**config.mk**
```make
export PLATFORM = sky130hd
export DESIGN_NAME = cpu_status_flag_logic
export DESIGN_NICKNAME = d
export VERILOG_FILES = /design/src/cpu_status_flag_logic.v /design/src/bcd_adjust.v
export VERILOG_INCLUDE_DIRS = /design/src /design/src/src
export SDC_FILE = /design/constraint.sdc
export NUM_CORES = 1
export LEC_CHECK = 0
export ABC_AREA = 0
export BUFFER_PORTS_ARGS = -buffer_cell sky130_fd_sc_hd__buf_2
export CAP_MARGIN = 40
export CORE_MARGIN = 10
export CORE_UTILIZATION = 45
export DETAILED_ROUTE_END_ITERATION = 10
export PLACE_DENSITY_LB_ADDON = 0.05
export SETUP_SLACK_MARGIN = 0.05
export SLEW_MARGIN = 10
export SYNTH_ARGS = -nofsm -noshare
export SYNTH_HDL_FRONTEND = slang
export SYNTH_SLANG_ARGS = --single-unit
```
**constraint.sdc**
```tcl
create_clock -name clk -period 6 [get_ports clk]
set_input_delay 0 -clock clk [delete_from_list [all_inputs] [get_ports clk]]
set_output_delay 0 -clock clk [all_outputs]
set_load 0.005 [all_outputs]
```
**src/flag_consts.vh**
```
// constants for the cpu status flag block
`ifndef FLAG_CONSTS_VH
`define FLAG_CONSTS_VH
// register index of the status register; its bus address is four times the index
`define FLAGS_INDEX 12'h0d5
`define FLAGS_ADDR 12'h354
// byte address of the operation register (control)
`define OP_ADDR 12'h000
// byte address of the operand register (a/b)
`define OPND_ADDR 12'h004
// byte address of the result register (status)
`define RES_ADDR 12'h008
// byte address of the address helper register
`define ADR_ADDR 12'h00c
// byte address of the computed address result
`define ADR_RES_ADDR 12'h010
// flag bit positions
`define F_CARRY 7
`define F_ZERO 6
`define F_SIGN 5
`define F_OVF 4
`define F_DEC 3
`define F_HALF 2
`define F_FAST_IRQ 1
`define F_BANK 0
`define FLAGS_RESET 8'h00
// operation codes
`define OP_NONE 5'h00
`define OP_ADD 5'h01
`define OP_ADC 5'h02
`define OP_SUB 5'h03
`define OP_SBC 5'h04
`define OP_CP 5'h05
`define OP_AND 5'h06
`define OP_OR 5'h07
`define OP_XOR 5'h08
`define OP_COM 5'h09
`define OP_RL 5'h0a
`define OP_RLC 5'h0b
`define OP_RR 5'h0c
`define OP_RRC 5'h0d
`define OP_SRA 5'h0e
`define OP_TM 5'h0f
`define OP_TCM 5'h10
`define OP_SCF 5'h11
`define OP_RCF 5'h12
`define OP_CCF 5'h13
`define OP_BANK_LOW 5'h14
`define OP_BANK_HIGH 5'h15
`define OP_DEC_ADJUST 5'h16
`define OP_FIRQ 5'h17
`define OP_IRQ_RETURN 5'h18
`define OP_INC 5'h19
`define OP_DEC 5'h1a
// address modes for the address helper
`define AM_REL 2'h0
`define AM_XS 2'h1
`define AM_XL 2'h2
`define AM_PAIR 2'h3
`endif

```
**src/cpu_status_flag_logic.v**
```verilog
// status flag logic of an 8-bit core with apb register access
//
// Functional notes
// RQ1: carry set on carry out of, or borrow into, bit 7 in arithmetic.
// RQ2: after shift or rotate, carry holds the last bit shifted out.
// RQ3: instructions can set, clear or complement the carry.
// RQ4: zero set when arithmetic or logic result is zero.
// RQ5: zero set when bit test or shift/rotate result is zero.
// RQ6: sign copies result msb after arithmetic, logic, rotate, shift.
// RQ7: overflow set when signed result leaves -128..+127.
// RQ8: logic instructions clear overflow.
// RQ9: decimal bit records add or subtract; never a jump test condition.
// RQ10: half carry on add carry out of bit 3 or sub borrow from bit 4.
// RQ11: decimal adjust corrects previous result using half carry; the code adjusts operand a (opnd_a), not result.
// RQ12: fast irq bit set on fast irq entry, cleared by interrupt return.
// RQ13: fast irq bit blocks all interrupts and selects fast return.
// RQ14: bank bit selects the set 1 register bank.
// RQ15: bank low op clears, bank high op sets the bank bit.
// RQ16: pair operands are even registers 0..254 or working pairs 0..14.
// RQ17: relative offset -128..+127 added to next instruction address.
// RQ18: short index adds signed -128..+127 offset to even working pair.
// RQ19: long index adds 0..65535 offset to even working pair.
// RQ20: bit operands pick one of 16 working registers and 8 bits.
// RQ21: flag update and direct write in same cycle give undefined content.
// RQ22: flags an instruction does not define keep their value.
//
// The APB register port was left to the implementer.
`include "flag_consts.vh"
`default_nettype none
module cpu_status_flag_logic (
  // clock and reset
  input wire clk,
  input wire arst_n,
  // apb slave
  input wire psel,
  input wire penable,
  input wire pwrite,
  input wire [11:0] paddr,
  input wire [31:0] pwdata,
  output wire pready,
  output reg [31:0] prdata,
  output wire pslverr,
  // core side
  input wire irq_req,
  output wire irq_blocked,
  output wire fast_return,
  output wire bank_sel,
  output wire [3:0] cond_flags
);
  reg [7:0] flags;
  reg [4:0] op_code;
  reg op_go;
  reg [7:0] opnd_a;
  reg [7:0] opnd_b;
  reg [7:0] result;
  reg [1:0] adr_mode;
  reg [15:0] adr_base;
  reg [15:0] adr_off;
  reg [15:0] adr_res;
  reg adr_err;
  reg [7:0] next_flags;
  reg [7:0] next_result;
  reg [8:0] sum;
  reg [4:0] nib;
  reg [7:0] bcd_val;
  wire [7:0] adj_out;
  wire adj_carry;
  wire acc;
  wire wr;
  reg known;

  assign acc = psel && penable;
  assign wr = acc && pwrite;
  assign pready = 1'b1;
  always @* begin
    case (paddr)
      `FLAGS_ADDR, `OP_ADDR, `OPND_ADDR, `RES_ADDR, `ADR_ADDR, `ADR_RES_ADDR: known = 1'b1;
      default: known = 1'b0;
    endcase
  end
  assign pslverr = acc && !known;

  assign irq_blocked = flags[`F_FAST_IRQ]; // RQ13
  assign fast_return = flags[`F_FAST_IRQ] && op_go && op_code == `OP_IRQ_RETURN; // RQ13
  assign bank_sel = flags[`F_BANK]; // RQ14
  // decimal bit deliberately left out of the testable set
  assign cond_flags = flags[7:4]; // RQ9

  bcd_adjust u_bcd (
    .value(opnd_a),
    .carry(flags[`F_CARRY]),
    .half(flags[`F_HALF]),
    .was_sub(flags[`F_DEC]),
    .adjusted(adj_out),
    .carry_out(adj_carry)
  );

  // flag and result evaluation; untouched flags keep their value
  always @* begin
    next_flags = flags; // RQ22
    next_result = result;
    sum = 9'h000;
    nib = 5'h00;
    bcd_val = 8'h00;
    if (op_go) begin
      case (op_code)
        `OP_ADD, `OP_ADC, `OP_INC: begin
          if (op_code == `OP_INC) begin
            sum = {1'b0, opnd_a} + 9'h001;
            nib = {1'b0, opnd_a[3:0]} + 5'h01;
          end else begin
            sum = {1'b0, opnd_a} + {1'b0, opnd_b} +
              {8'h00, op_code == `OP_ADC && flags[`F_CARRY]};
            nib = {1'b0, opnd_a[3:0]} + {1'b0, opnd_b[3:0]} +
              {4'h0, op_code == `OP_ADC && flags[`F_CARRY]};
          end
          next_result = sum[7:0];
          if (op_code != `OP_INC) begin
            next_flags[`F_CARRY] = sum[8]; // RQ1
            next_flags[`F_DEC] = 1'b0; // RQ9
            next_flags[`F_HALF] = nib[4]; // RQ10
          end
          next_flags[`F_ZERO] = sum[7:0] == 8'h00; // RQ4
          next_flags[`F_SIGN] = sum[7]; // RQ6
          next_flags[`F_OVF] = (opnd_a[7] == (op_code == `OP_INC ? 1'b0 : opnd_b[7]))
            && (sum[7] != opnd_a[7]); // RQ7
        end
        `OP_SUB, `OP_SBC, `OP_CP, `OP_DEC: begin
          if (op_code == `OP_DEC) begin
            sum = {1'b0, opnd_a} - 9'h001;
            nib = {1'b0, opnd_a[3:0]} - 5'h01;
          end else begin
            sum = {1'b0, opnd_a} - {1'b0, opnd_b} -
              {8'h00, op_code == `OP_SBC && flags[`F_CARRY]};
            nib = {1'b0, opnd_a[3:0]} - {1'b0, opnd_b[3:0]} -
              {4'h0, op_code == `OP_SBC && flags[`F_CARRY]};
          end
          if (op_code != `OP_CP) begin
            next_result = sum[7:0];
          end
          next_flags[`F_CARRY] = op_code == `OP_DEC ? flags[`F_CARRY] : sum[8]; // RQ1
          if (op_code == `OP_SUB || op_code == `OP_SBC) begin
            next_flags[`F_DEC] = 1'b1; // RQ9
            next_flags[`F_HALF] = nib[4]; // RQ10
          end
          next_flags[`F_ZERO] = sum[7:0] == 8'h00; // RQ4
          next_flags[`F_SIGN] = sum[7]; // RQ6
          next_flags[`F_OVF] = (opnd_a[7] != (op_code == `OP_DEC ? 1'b0 : opnd_b[7]))
            && (sum[7] != opnd_a[7]); // RQ7
        end
        `OP_AND, `OP_OR, `OP_XOR, `OP_COM: begin
          case (op_code)
            `OP_AND: bcd_val = opnd_a & opnd_b;
            `OP_OR: bcd_val = opnd_a | opnd_b;
            `OP_XOR: bcd_val = opnd_a ^ opnd_b;
            default: bcd_val = ~opnd_a;
          endcase
          next_result = bcd_val;
          next_flags[`F_ZERO] = bcd_val == 8'h00; // RQ4
          next_flags[`F_SIGN] = bcd_val[7]; // RQ6
          next_flags[`F_OVF] = 1'b0; // RQ8
        end
        `OP_TM, `OP_TCM: begin
          bcd_val = (op_code == `OP_TM ? opnd_a : ~opnd_a) & opnd_b;
          next_flags[`F_ZERO] = bcd_val == 8'h00; // RQ5
          next_flags[`F_SIGN] = bcd_val[7]; // RQ6
          next_flags[`F_OVF] = 1'b0; // RQ8
        end
        `OP_RL, `OP_RLC, `OP_RR, `OP_RRC, `OP_SRA: begin
          case (op_code)
            `OP_RL: bcd_val = {opnd_a[6:0], opnd_a[7]};
            `OP_RLC: bcd_val = {opnd_a[6:0], flags[`F_CARRY]};
            `OP_RR: bcd_val = {opnd_a[0], opnd_a[7:1]};
            `OP_RRC: bcd_val = {flags[`F_CARRY], opnd_a[7:1]};
            default: bcd_val = {opnd_a[7], opnd_a[7:1]};
          endcase
          next_result = bcd_val;
          next_flags[`F_CARRY] = (op_code == `OP_RL || op_code == `OP_RLC) ?
            opnd_a[7] : opnd_a[0]; // RQ2
          next_flags[`F_ZERO] = bcd_val == 8'h00; // RQ5
          next_flags[`F_SIGN] = bcd_val[7]; // RQ6
          next_flags[`F_OVF] = op_code == `OP_SRA ? 1'b0 : bcd_val[7] ^ opnd_a[7];
        end
        `OP_SCF: next_flags[`F_CARRY] = 1'b1; // RQ3
        `OP_RCF: next_flags[`F_CARRY] = 1'b0; // RQ3
        `OP_CCF: next_flags[`F_CARRY] = ~flags[`F_CARRY]; // RQ3
        `OP_BANK_LOW: next_flags[`F_BANK] = 1'b0; // RQ15
        `OP_BANK_HIGH: next_flags[`F_BANK] = 1'b1; // RQ15
        `OP_DEC_ADJUST: begin
          next_result = adj_out; // RQ11
          next_flags[`F_CARRY] = adj_carry; // RQ11
          next_flags[`F_ZERO] = adj_out == 8'h00;
          next_flags[`F_SIGN] = adj_out[7];
        end
        `OP_FIRQ: next_flags[`F_FAST_IRQ] = 1'b1; // RQ12
        `OP_IRQ_RETURN: next_flags[`F_FAST_IRQ] = 1'b0; // RQ12
        default: next_flags = flags;
      endcase
    end
  end

  // address helper: each mode checks its operand range
  always @(posedge clk or negedge arst_n) begin
    if (!arst_n) begin
      adr_res <= 16'h0000;
      adr_err <= 1'b0;
    end else begin
      case (adr_mode)
        `AM_REL: begin
          adr_res <= adr_base + {{8{adr_off[7]}}, adr_off[7:0]}; // RQ17
          adr_err <= adr_off[15:8] != {8{adr_off[7]}}; // RQ17
        end
        `AM_XS: begin
          adr_res <= adr_base + {{8{adr_off[7]}}, adr_off[7:0]}; // RQ18
          adr_err <= adr_base[0] || adr_off[15:8] != {8{adr_off[7]}}; // RQ18
        end
        `AM_XL: begin
          adr_res <= adr_base + adr_off; // RQ19
          adr_err <= adr_base[0]; // RQ19
        end
        default: begin
          // pair number in low byte; bit operand packs reg in [11:8], bit in [14:12]
          adr_res <= {1'b0, adr_off[14:12], adr_off[11:8], adr_base[7:0]}; // RQ20
          adr_err <= adr_base[0] || adr_base[15:8] != 8'h00; // RQ16
        end
      endcase
    end
  end

  // registers; a flag update and a direct flags write issued together are ORed into flags
  always @(posedge clk or negedge arst_n) begin
    if (!arst_n) begin
      flags <= `FLAGS_RESET;
      op_code <= `OP_NONE;
      op_go <= 1'b0;
      opnd_a <= 8'h00;
      opnd_b <= 8'h00;
      result <= 8'h00;
      adr_mode <= `AM_REL;
      adr_base <= 16'h0000;
      adr_off <= 16'h0000;
    end else begin
      op_go <= 1'b0;
      result <= next_result;
      flags <= next_flags;
      if (wr) begin
        case (paddr)
          `FLAGS_ADDR: begin
            if (!op_go) begin
              flags <= pwdata[7:0];
            end else begin
              flags <= next_flags | pwdata[7:0]; // RQ21
            end
          end
          `OP_ADDR: begin
            op_code <= pwdata[4:0];
            op_go <= 1'b1;
          end
          `OPND_ADDR: begin
            opnd_a <= pwdata[7:0];
            opnd_b <= pwdata[15:8];
          end
          `ADR_ADDR: begin
            adr_base <= pwdata[15:0];
            adr_off <= pwdata[31:16];
          end
          `RES_ADDR: adr_mode <= pwdata[1:0];
          default: op_go <= 1'b0;
        endcase
      end
    end
  end

  // read data registered at the setup phase
  always @(posedge clk or negedge arst_n) begin
    if (!arst_n) begin
      prdata <= 32'h00000000;
    end else if (psel && !penable && !pwrite) begin
      case (paddr)
        `FLAGS_ADDR: prdata <= {24'h000000, flags};
        `OP_ADDR: prdata <= {27'h0000000, op_code};
        `OPND_ADDR: prdata <= {16'h0000, opnd_b, opnd_a};
        `RES_ADDR: prdata <= {22'h000000, adr_mode, result};
        `ADR_ADDR: prdata <= {adr_off, adr_base};
        `ADR_RES_ADDR: prdata <= {15'h0000, adr_err, adr_res};
        default: prdata <= 32'h00000000;
      endcase
    end
  end
endmodule // cpu_status_flag_logic
`default_nettype wire

```
**src/bcd_adjust.v**
```verilog
// decimal adjust of an accumulator byte from carry, half carry and op kind
`default_nettype none
module bcd_adjust (
  // inputs
  input wire [7:0] value,
  input wire carry,
  input wire half,
  input wire was_sub,
  // outputs
  output reg [7:0] adjusted,
  output reg carry_out
);
  reg [7:0] corr;
  always @* begin
    corr = 8'h00;
    carry_out = carry;
    if (!was_sub) begin
      if (carry || value > 8'h99) begin
        corr = 8'h60;
        carry_out = 1'b1;
      end
      if (half || value[3:0] > 4'h9) begin
        corr = corr | 8'h06;
      end
      adjusted = value + corr;
    end else begin
      if (carry) begin
        corr = 8'h60;
      end
      if (half) begin
        corr = corr | 8'h06;
      end
      adjusted = value - corr;
    end
  end
endmodule // bcd_adjust
`default_nettype wire

```
-- After elaboration in Yosys (flattened, before gate mapping)
Cells that the tools add are included.
- multiplexer cells: 50
- bitwise operators: 8
- order comparisons: 2
- reductions and logical operators: 43
- $add $sub $neg: 16
- eq/ne operators: 41
- operator list (kind ; number):
    case mux 32 bit (6 select lines) ; 1
    2-to-1 mux 8 bit ; 13
    equality test 5 bit (second input constant) ; 11
    2-to-1 mux 9 bit ; 6
    logical NOT 8 bit ; 6
    equality test 5 x 4 -> 1 bit (second input constant) ; 8
    case mux 8 bit (5 select lines) ; 1
    adder 16 bit ; 2
    case mux 16 bit (2 select lines) ; 1
    case mux 8 bit (4 select lines) ; 1
    equality test 12 x 4 -> 1 bit (second input constant) ; 2
    case mux 8 bit (3 select lines) ; 1
    equality test 5 x 3 -> 1 bit (second input constant) ; 4
    bitwise AND 8 bit ; 2
    bitwise OR 8 bit ; 2
    2-to-1 mux 7 bit ; 2
    equality test 12 x 10 -> 1 bit (second input constant) ; 1
    equality test 12 x 3 -> 1 bit (second input constant) ; 1
    equality test 12 x 5 -> 1 bit (second input constant) ; 1
    logical NOT 12 bit ; 1
    case mux 2 bit (6 select lines) ; 1
    OR reduction 6 bit ; 2
    logical AND 1 bit ; 11
    2-to-1 mux 1 bit ; 11
    other kinds (49) ; 68
- register bits after elaboration: 121
- bits of input ports: 50
- output and inout bits: 41

-- Depth between registers and ports, before layout
- depth in word-level cells: 14
- gate-level depth with buffers: 19

-- Modules after synthesis
From an unflattened synthesis, not the netlist that was laid out.
- cells, all modules: 1065
- area, all modules: 9088.7 sq um
- by module, submodules not included (module ; cells an instance ; instances ; area each (sq um) ; seq. area each (sq um)):
    cpu_status_flag_logic ; 1011 ; 1 ; 8693.3 ; 3027.9
    bcd_adjust ; 54 ; 1 ; 395.4 ; 0.0

-- Worst setup path before layout
OpenSTA, ideal clock, no wires.
- path type: register to register
- start point: register opnd_a[1]
- end point: register flags[6]
- period minus slack after synthesis: 3.931 ns
- data arrival time: 3.866 ns
- stages on the path, launching flop included: 19
- path slack: 2.069 ns
- data required time: 5.936 ns
- library setup time: 0.064 ns
- path through: dfrtp_1 -> clkbuf_1 -> inv_1 -> ha_1 -> nor2_1 -> o21ai_0 -> nor2b_1 -> or2_2 -> nand2_1 -> ha_1 -> o21a_1 -> nor2_1 -> o21ai_0 -> xor2_1 -> or4_1 -> a211oi_1 -> nor3_1 -> a211oi_1 -> a21o_1
- word-level cells in the longest chain between the ends: 13
- ends and longest elaborated chain (item ; line ; text):
    start: declaration ; cpu_status_flag_logic.v:53 ; reg [7:0] opnd_a;
    start signal: assignment ; cpu_status_flag_logic.v:260 ; opnd_a <= pwdata[7:0];
    greater-than comparator 8 bit / greater-than comparator 4 bit (equally long branches) ; bcd_adjust.v:18, bcd_adjust.v:22 ;
    logical OR 1 bit (on tied branches) ; bcd_adjust.v:18, bcd_adjust.v:22 ;
    2-to-1 mux 7 bit / 2-to-1 mux 3 bit (equally long branches) ; bcd_adjust.v:18, bcd_adjust.v:22 ;
    2-to-1 mux 8 bit ; bcd_adjust.v:17 ; if (!was_sub) begin
    adder 8 bit ; bcd_adjust.v:25 ; adjusted = value + corr;
    2-to-1 mux 8 bit ; bcd_adjust.v:17 ;
    logical NOT 8 bit ; cpu_status_flag_logic.v:192 ; next_flags[`F_ZERO] = adj_out == 8'h00;
    case mux 2 bit (6 select lines) (*) ; cpu_status_flag_logic.v:106 ; case (op_code)
    2-to-1 mux 8 bit (*) ; cpu_status_flag_logic.v:105 ; if (op_go) begin
    bitwise OR 8 bit ; cpu_status_flag_logic.v:252 ; flags <= next_flags | pwdata[7:0];
    2-to-1 mux 8 bit ; cpu_status_flag_logic.v:249 ; if (!op_go) begin
    2-to-1 mux 8 bit ; cpu_status_flag_logic.v:247 ; case (paddr)
    2-to-1 mux 8 bit (*) ; cpu_status_flag_logic.v:246 ; if (wr) begin
    end signal: assignment ; cpu_status_flag_logic.v:245 ; flags <= next_flags;
    end signal: assignment ; cpu_status_flag_logic.v:250 ; flags <= pwdata[7:0];
    end signal: assignment ; cpu_status_flag_logic.v:252 ;
    end: declaration ; cpu_status_flag_logic.v:50 ; reg [7:0] flags;
Every way passes the cells marked *; elsewhere a longest branch is shown, timed or not. The select of a mux whose other input is x is not followed.
A chain may end at the register's enable or synchronous reset.

-- Final worst setup path
- start point: register op_code[3]
- end point: register flags[6]
- word-level cells in the longest chain between the ends: 13
- ends and longest elaborated chain (item ; line ; text):
    start: declaration ; cpu_status_flag_logic.v:51 ; reg [4:0] op_code;
    start signal: assignment ; cpu_status_flag_logic.v:234 ; op_code <= `OP_NONE;
    start signal: assignment ; cpu_status_flag_logic.v:256 ; op_code <= pwdata[4:0];
    equality test 5 x 3 -> 1 bit / equality test 5 x 2 -> 1 bit (equally long branches) ; cpu_status_flag_logic.v:106 ;
    logical AND 1 bit (on tied branches) ; cpu_status_flag_logic.v:134, cpu_status_flag_logic.v:113 ;
    subtractor 9 x 1 -> 9 bit / adder 9 x 1 -> 9 bit (equally long branches) ; cpu_status_flag_logic.v:133, cpu_status_flag_logic.v:112 ;
    2-to-1 mux 9 bit (on tied branches) ; cpu_status_flag_logic.v:129, cpu_status_flag_logic.v:108 ;
    2-to-1 mux 9 bit ; cpu_status_flag_logic.v:106 ;
    2-to-1 mux 9 bit ; cpu_status_flag_logic.v:105 ;
    logical NOT 8 bit (on tied branches) ; cpu_status_flag_logic.v:146, cpu_status_flag_logic.v:123 ;
    case mux 2 bit (6 select lines) (*) ; cpu_status_flag_logic.v:106 ;
    2-to-1 mux 8 bit (*) ; cpu_status_flag_logic.v:105 ;
    bitwise OR 8 bit ; cpu_status_flag_logic.v:252 ;
    2-to-1 mux 8 bit ; cpu_status_flag_logic.v:249 ;
    2-to-1 mux 8 bit ; cpu_status_flag_logic.v:247 ;
    2-to-1 mux 8 bit (*) ; cpu_status_flag_logic.v:246 ;
Marks and branches as above.

==> summary.txt <==
Run status
  • Status: completed

Synthesis
  • Syn. warnings: 0
  • Synthesized cell area: 8910 um^2
  • Yosys cell types: 65
  • Seq cells post-synth: 121
  • Syn nets: 1136
  • Synth async-reset ratio: 100%
  • Cell taking the most area after synthesis: dfrtp_1
  • Synth Area per Inst: 8.70 um^2
  • Synth Flop Type: dfrtp_1
  • Synth top area cells: dfrtp_1 (34%), ha_1 (8.0%), mux2_2 (7.6%)
  • Post-synth EDFFs: 0
  • Sequential-to-total area share from yosys stat: 34.0%
  • Yosys top cell area share: 34.0%
  • Cells after synthesis: 1024

Global route
  • Vias in the first global route: 8117
  • Largest net degree at the start of global routing: 64
  • Initial antenna violation count: 0
  • Gr usage total: 23.6%
  • Global-route wire length before repair: 48.5 mm
  • Total grt overflow: 0

Power and ir drop
  • Pwr/cell area: 188 nW/um^2
  • Static leakage: 4.88 nW
  • Peak supply drop: 0.000219 V

Timing
  • Final TNS setup: 0 ns
  • Final-report hold violation count: 0
  • Unrepaired setup endpoints after global routing: no
  • Final slew viol count: 0
  • Rel. slew slack: 39.4%
  • Max Freq: 0.225 GHz
  • Number of setup violations in the final report: 0
  • Crit share post-route: 74.2%
  • Skew final: 0.00942 ns
  • Slew @ Worst Pin: 0.909 ns
  • Final Hold Slack: 0.0801 ns
  • Final min period: 4.45 ns

Route
  • First drt pass iteration count: 6
  • Wire per inst: 22.1 um
  • Post-route ant nets: 0
  • # DRC: 0
  • Vias: 8368
  • WL final: 31.0 mm
  • Via density: 5.97
  • DR iter-0 viols: 786

Floorplan
  • Core Box Area: 19500 um^2
  • Die X: 161 um
  • Rows: 51
  • Die area: 25800 um^2
  • Die Height: 161 um
  • # IOs: 91
  • Initial Util: 45.8%

Cells and area
  • Area Growth Syn to Fin: 18.4%
  • Antenna Cells: 0
  • Fillcell total: 1834
  • Nets: 1236
  • Multi-input combinational cell area: 5490 um^2
  • Reg area: 3030 um^2
  • Share of cells above drive strength 1: 18.9%
  • Final Non-Filler Cells: 1402

Run
  • # Max-Cap Violations: 0

Critical path
  • Crit path capture type: register
  • CP Max Fanout: 27
  • WP data arrival: 4.80 ns
  • Worst Path Required: 6.35 ns
  • Critical path launch point type: register
  • Crit path kind: reg2reg

Clocking
  • CTS clk-pin slew, worst paths: 0.06 ns
  • Total clock sinks: 121
  • H-tree Lvls: 4
  • Clk_lat worst skew: 0.42 ns
  • CTS tree: yes
  • Count of cells resized by post-cts repair: 0
  • Num CTS Buffers: 17
  • Deepest clock path buffer count: 2
  • Root Buffer: clkbuf_16

Placed design
  • HPWL Detailed: 23.0 mm
  • Gpl congestion: 0.989
  • Port Buffers: 88
  • Placed Cells: 1335

Worst hold path
  • Hold crit path type: in2reg
path summary, 6_finish.rpt:
check	startpoint	to	slack, ns	depth (start not counted)
max in group asynchronous	arst_n	flags[5]$_DFF_PN0_	4.48	3
min	psel	prdata[20]$_DFFE_PN0P_	0.08	4
min reg2reg	prdata[17]$_DFFE_PN0P_	prdata[17]$_DFFE_PN0P_	0.46	2
max	op_code[3]$_DFFE_PN0P_	flags[6]$_DFF_PN0_	1.55	12
min in group asynchronous	arst_n	op_code[0]$_DFFE_PN0P_	0.19	2
max reg2reg	op_code[3]$_DFFE_PN0P_	flags[6]$_DFF_PN0_	1.55	12
cell families after synthesis:
family	Yosys count	synth area share (%)
AO/OA/AOI/OAI	285	21.5
buffers and inverters	106	4.64
multiplexers	64	8.03
XOR/XNOR	44	4.33
other	1	0.0421
flip-flops	121	34.0
AND/OR/NAND/NOR	341	18.3
adder cells (fa/ha/maj)	62	9.13
routing by layer:
layer,track usage (%),routed length (um)
met5,0,0
met4,6.29,606
met3,4.60,2150
met1,34.3,14800
met2,34.7,13500
cells in the final DEF (no fill, tap or decap), types with 35 or more instances in the layout:
master,n
a21oi_1,61
buf_2,88
dfrtp_1,121
dlygate4sd3_1,35
ha_1,57
inv_1,40
mux2_2,60
nand2_1,108
nand3_1,35
nor2_1,83
o21ai_0,71
through the flow:
stage / utilization [%] / total power, W / setup WS, ns / cell area, um^2
2_1_floorplan: - / 0.000895 / 2.07 / 8910
3_3_place_gp: 49.4 / 0.000968 / 1.69 / 9610
3_5_place_dp: 49.4 / 0.000968 / 1.68 / 9610
4_1_cts: 54.2 / 0.00199 / 1.63 / 10500
5_1_grt: 54.2 / 0.00204 / 1.31 / 10500
6_report: 54.2 / 0.00198 / 1.55 / 10500
repair_timing:
item                                   in CTS  in global routing
setup endpoints to repair                   0                  0
setup buffers                               0                  0
endpoints found under the hold margin     126                  0
hold buffers                               35                  0
final cells by class:
| cell class | instances | area share, % |
|---|---|---|
| sequential | 121 | 28.7 |
| timing repair buffer | 145 | 9.07 |
| inverter | 42 | 1.50 |
| multi-input combinational | 797 | 52.1 |
| clock inverter | 14 | 1.44 |
| tap | 265 | 3.15 |
| clock buffer | 18 | 4.07 |
flip-flops by register name, indices dropped and copies added (netlist names), 8 cells and up:
| signal | cells |
|---|---|
| flags | 8 |
| adr_base | 16 |
| adr_res | 16 |
| opnd_b | 8 |
| adr_off | 16 |
| result | 8 |
| prdata | 32 |
| opnd_a | 8 |
Yosys cell counts (10+ instances only):
library cell / number
clkbuf_1: 56
dfrtp_1: 121
xor2_1: 12
a222oi_1: 11
ha_1: 57
nor2_1: 83
nor4_1: 12
a22oi_1: 14
xnor2_1: 32
a21o_1: 21
o21ai_0: 71
a221oi_1: 19
nand2_1: 108
nor3_1: 21
nand3_1: 35
nor2b_1: 12
nand2b_1: 10
a21oi_1: 61
inv_1: 40
a31oi_1: 10
mux2_2: 60
and2_1: 10
worst max-delay path: stages, from the launching register on:
cell	delay [ns]
dfrtp_1	0.91
nor2_1	0.30
and4_1	0.32
fa_1	0.42
fa_1	0.41
a21o_1	0.17
a21oi_1	0.41
xnor2_1	0.14
o21ai_0	0.27
o211ai_1	0.13
or4_1	0.54
a211oi_1	0.26
a21o_1	0.11
report_power, final:
part           internal [W]  switching, W  total, W
clock network      0.000612      0.000396   0.00101
logic             0.0000553     0.0000677  0.000123
registers          0.000835     0.0000124  0.000847
No activity file was read; power rests on OpenSTA's default activity.
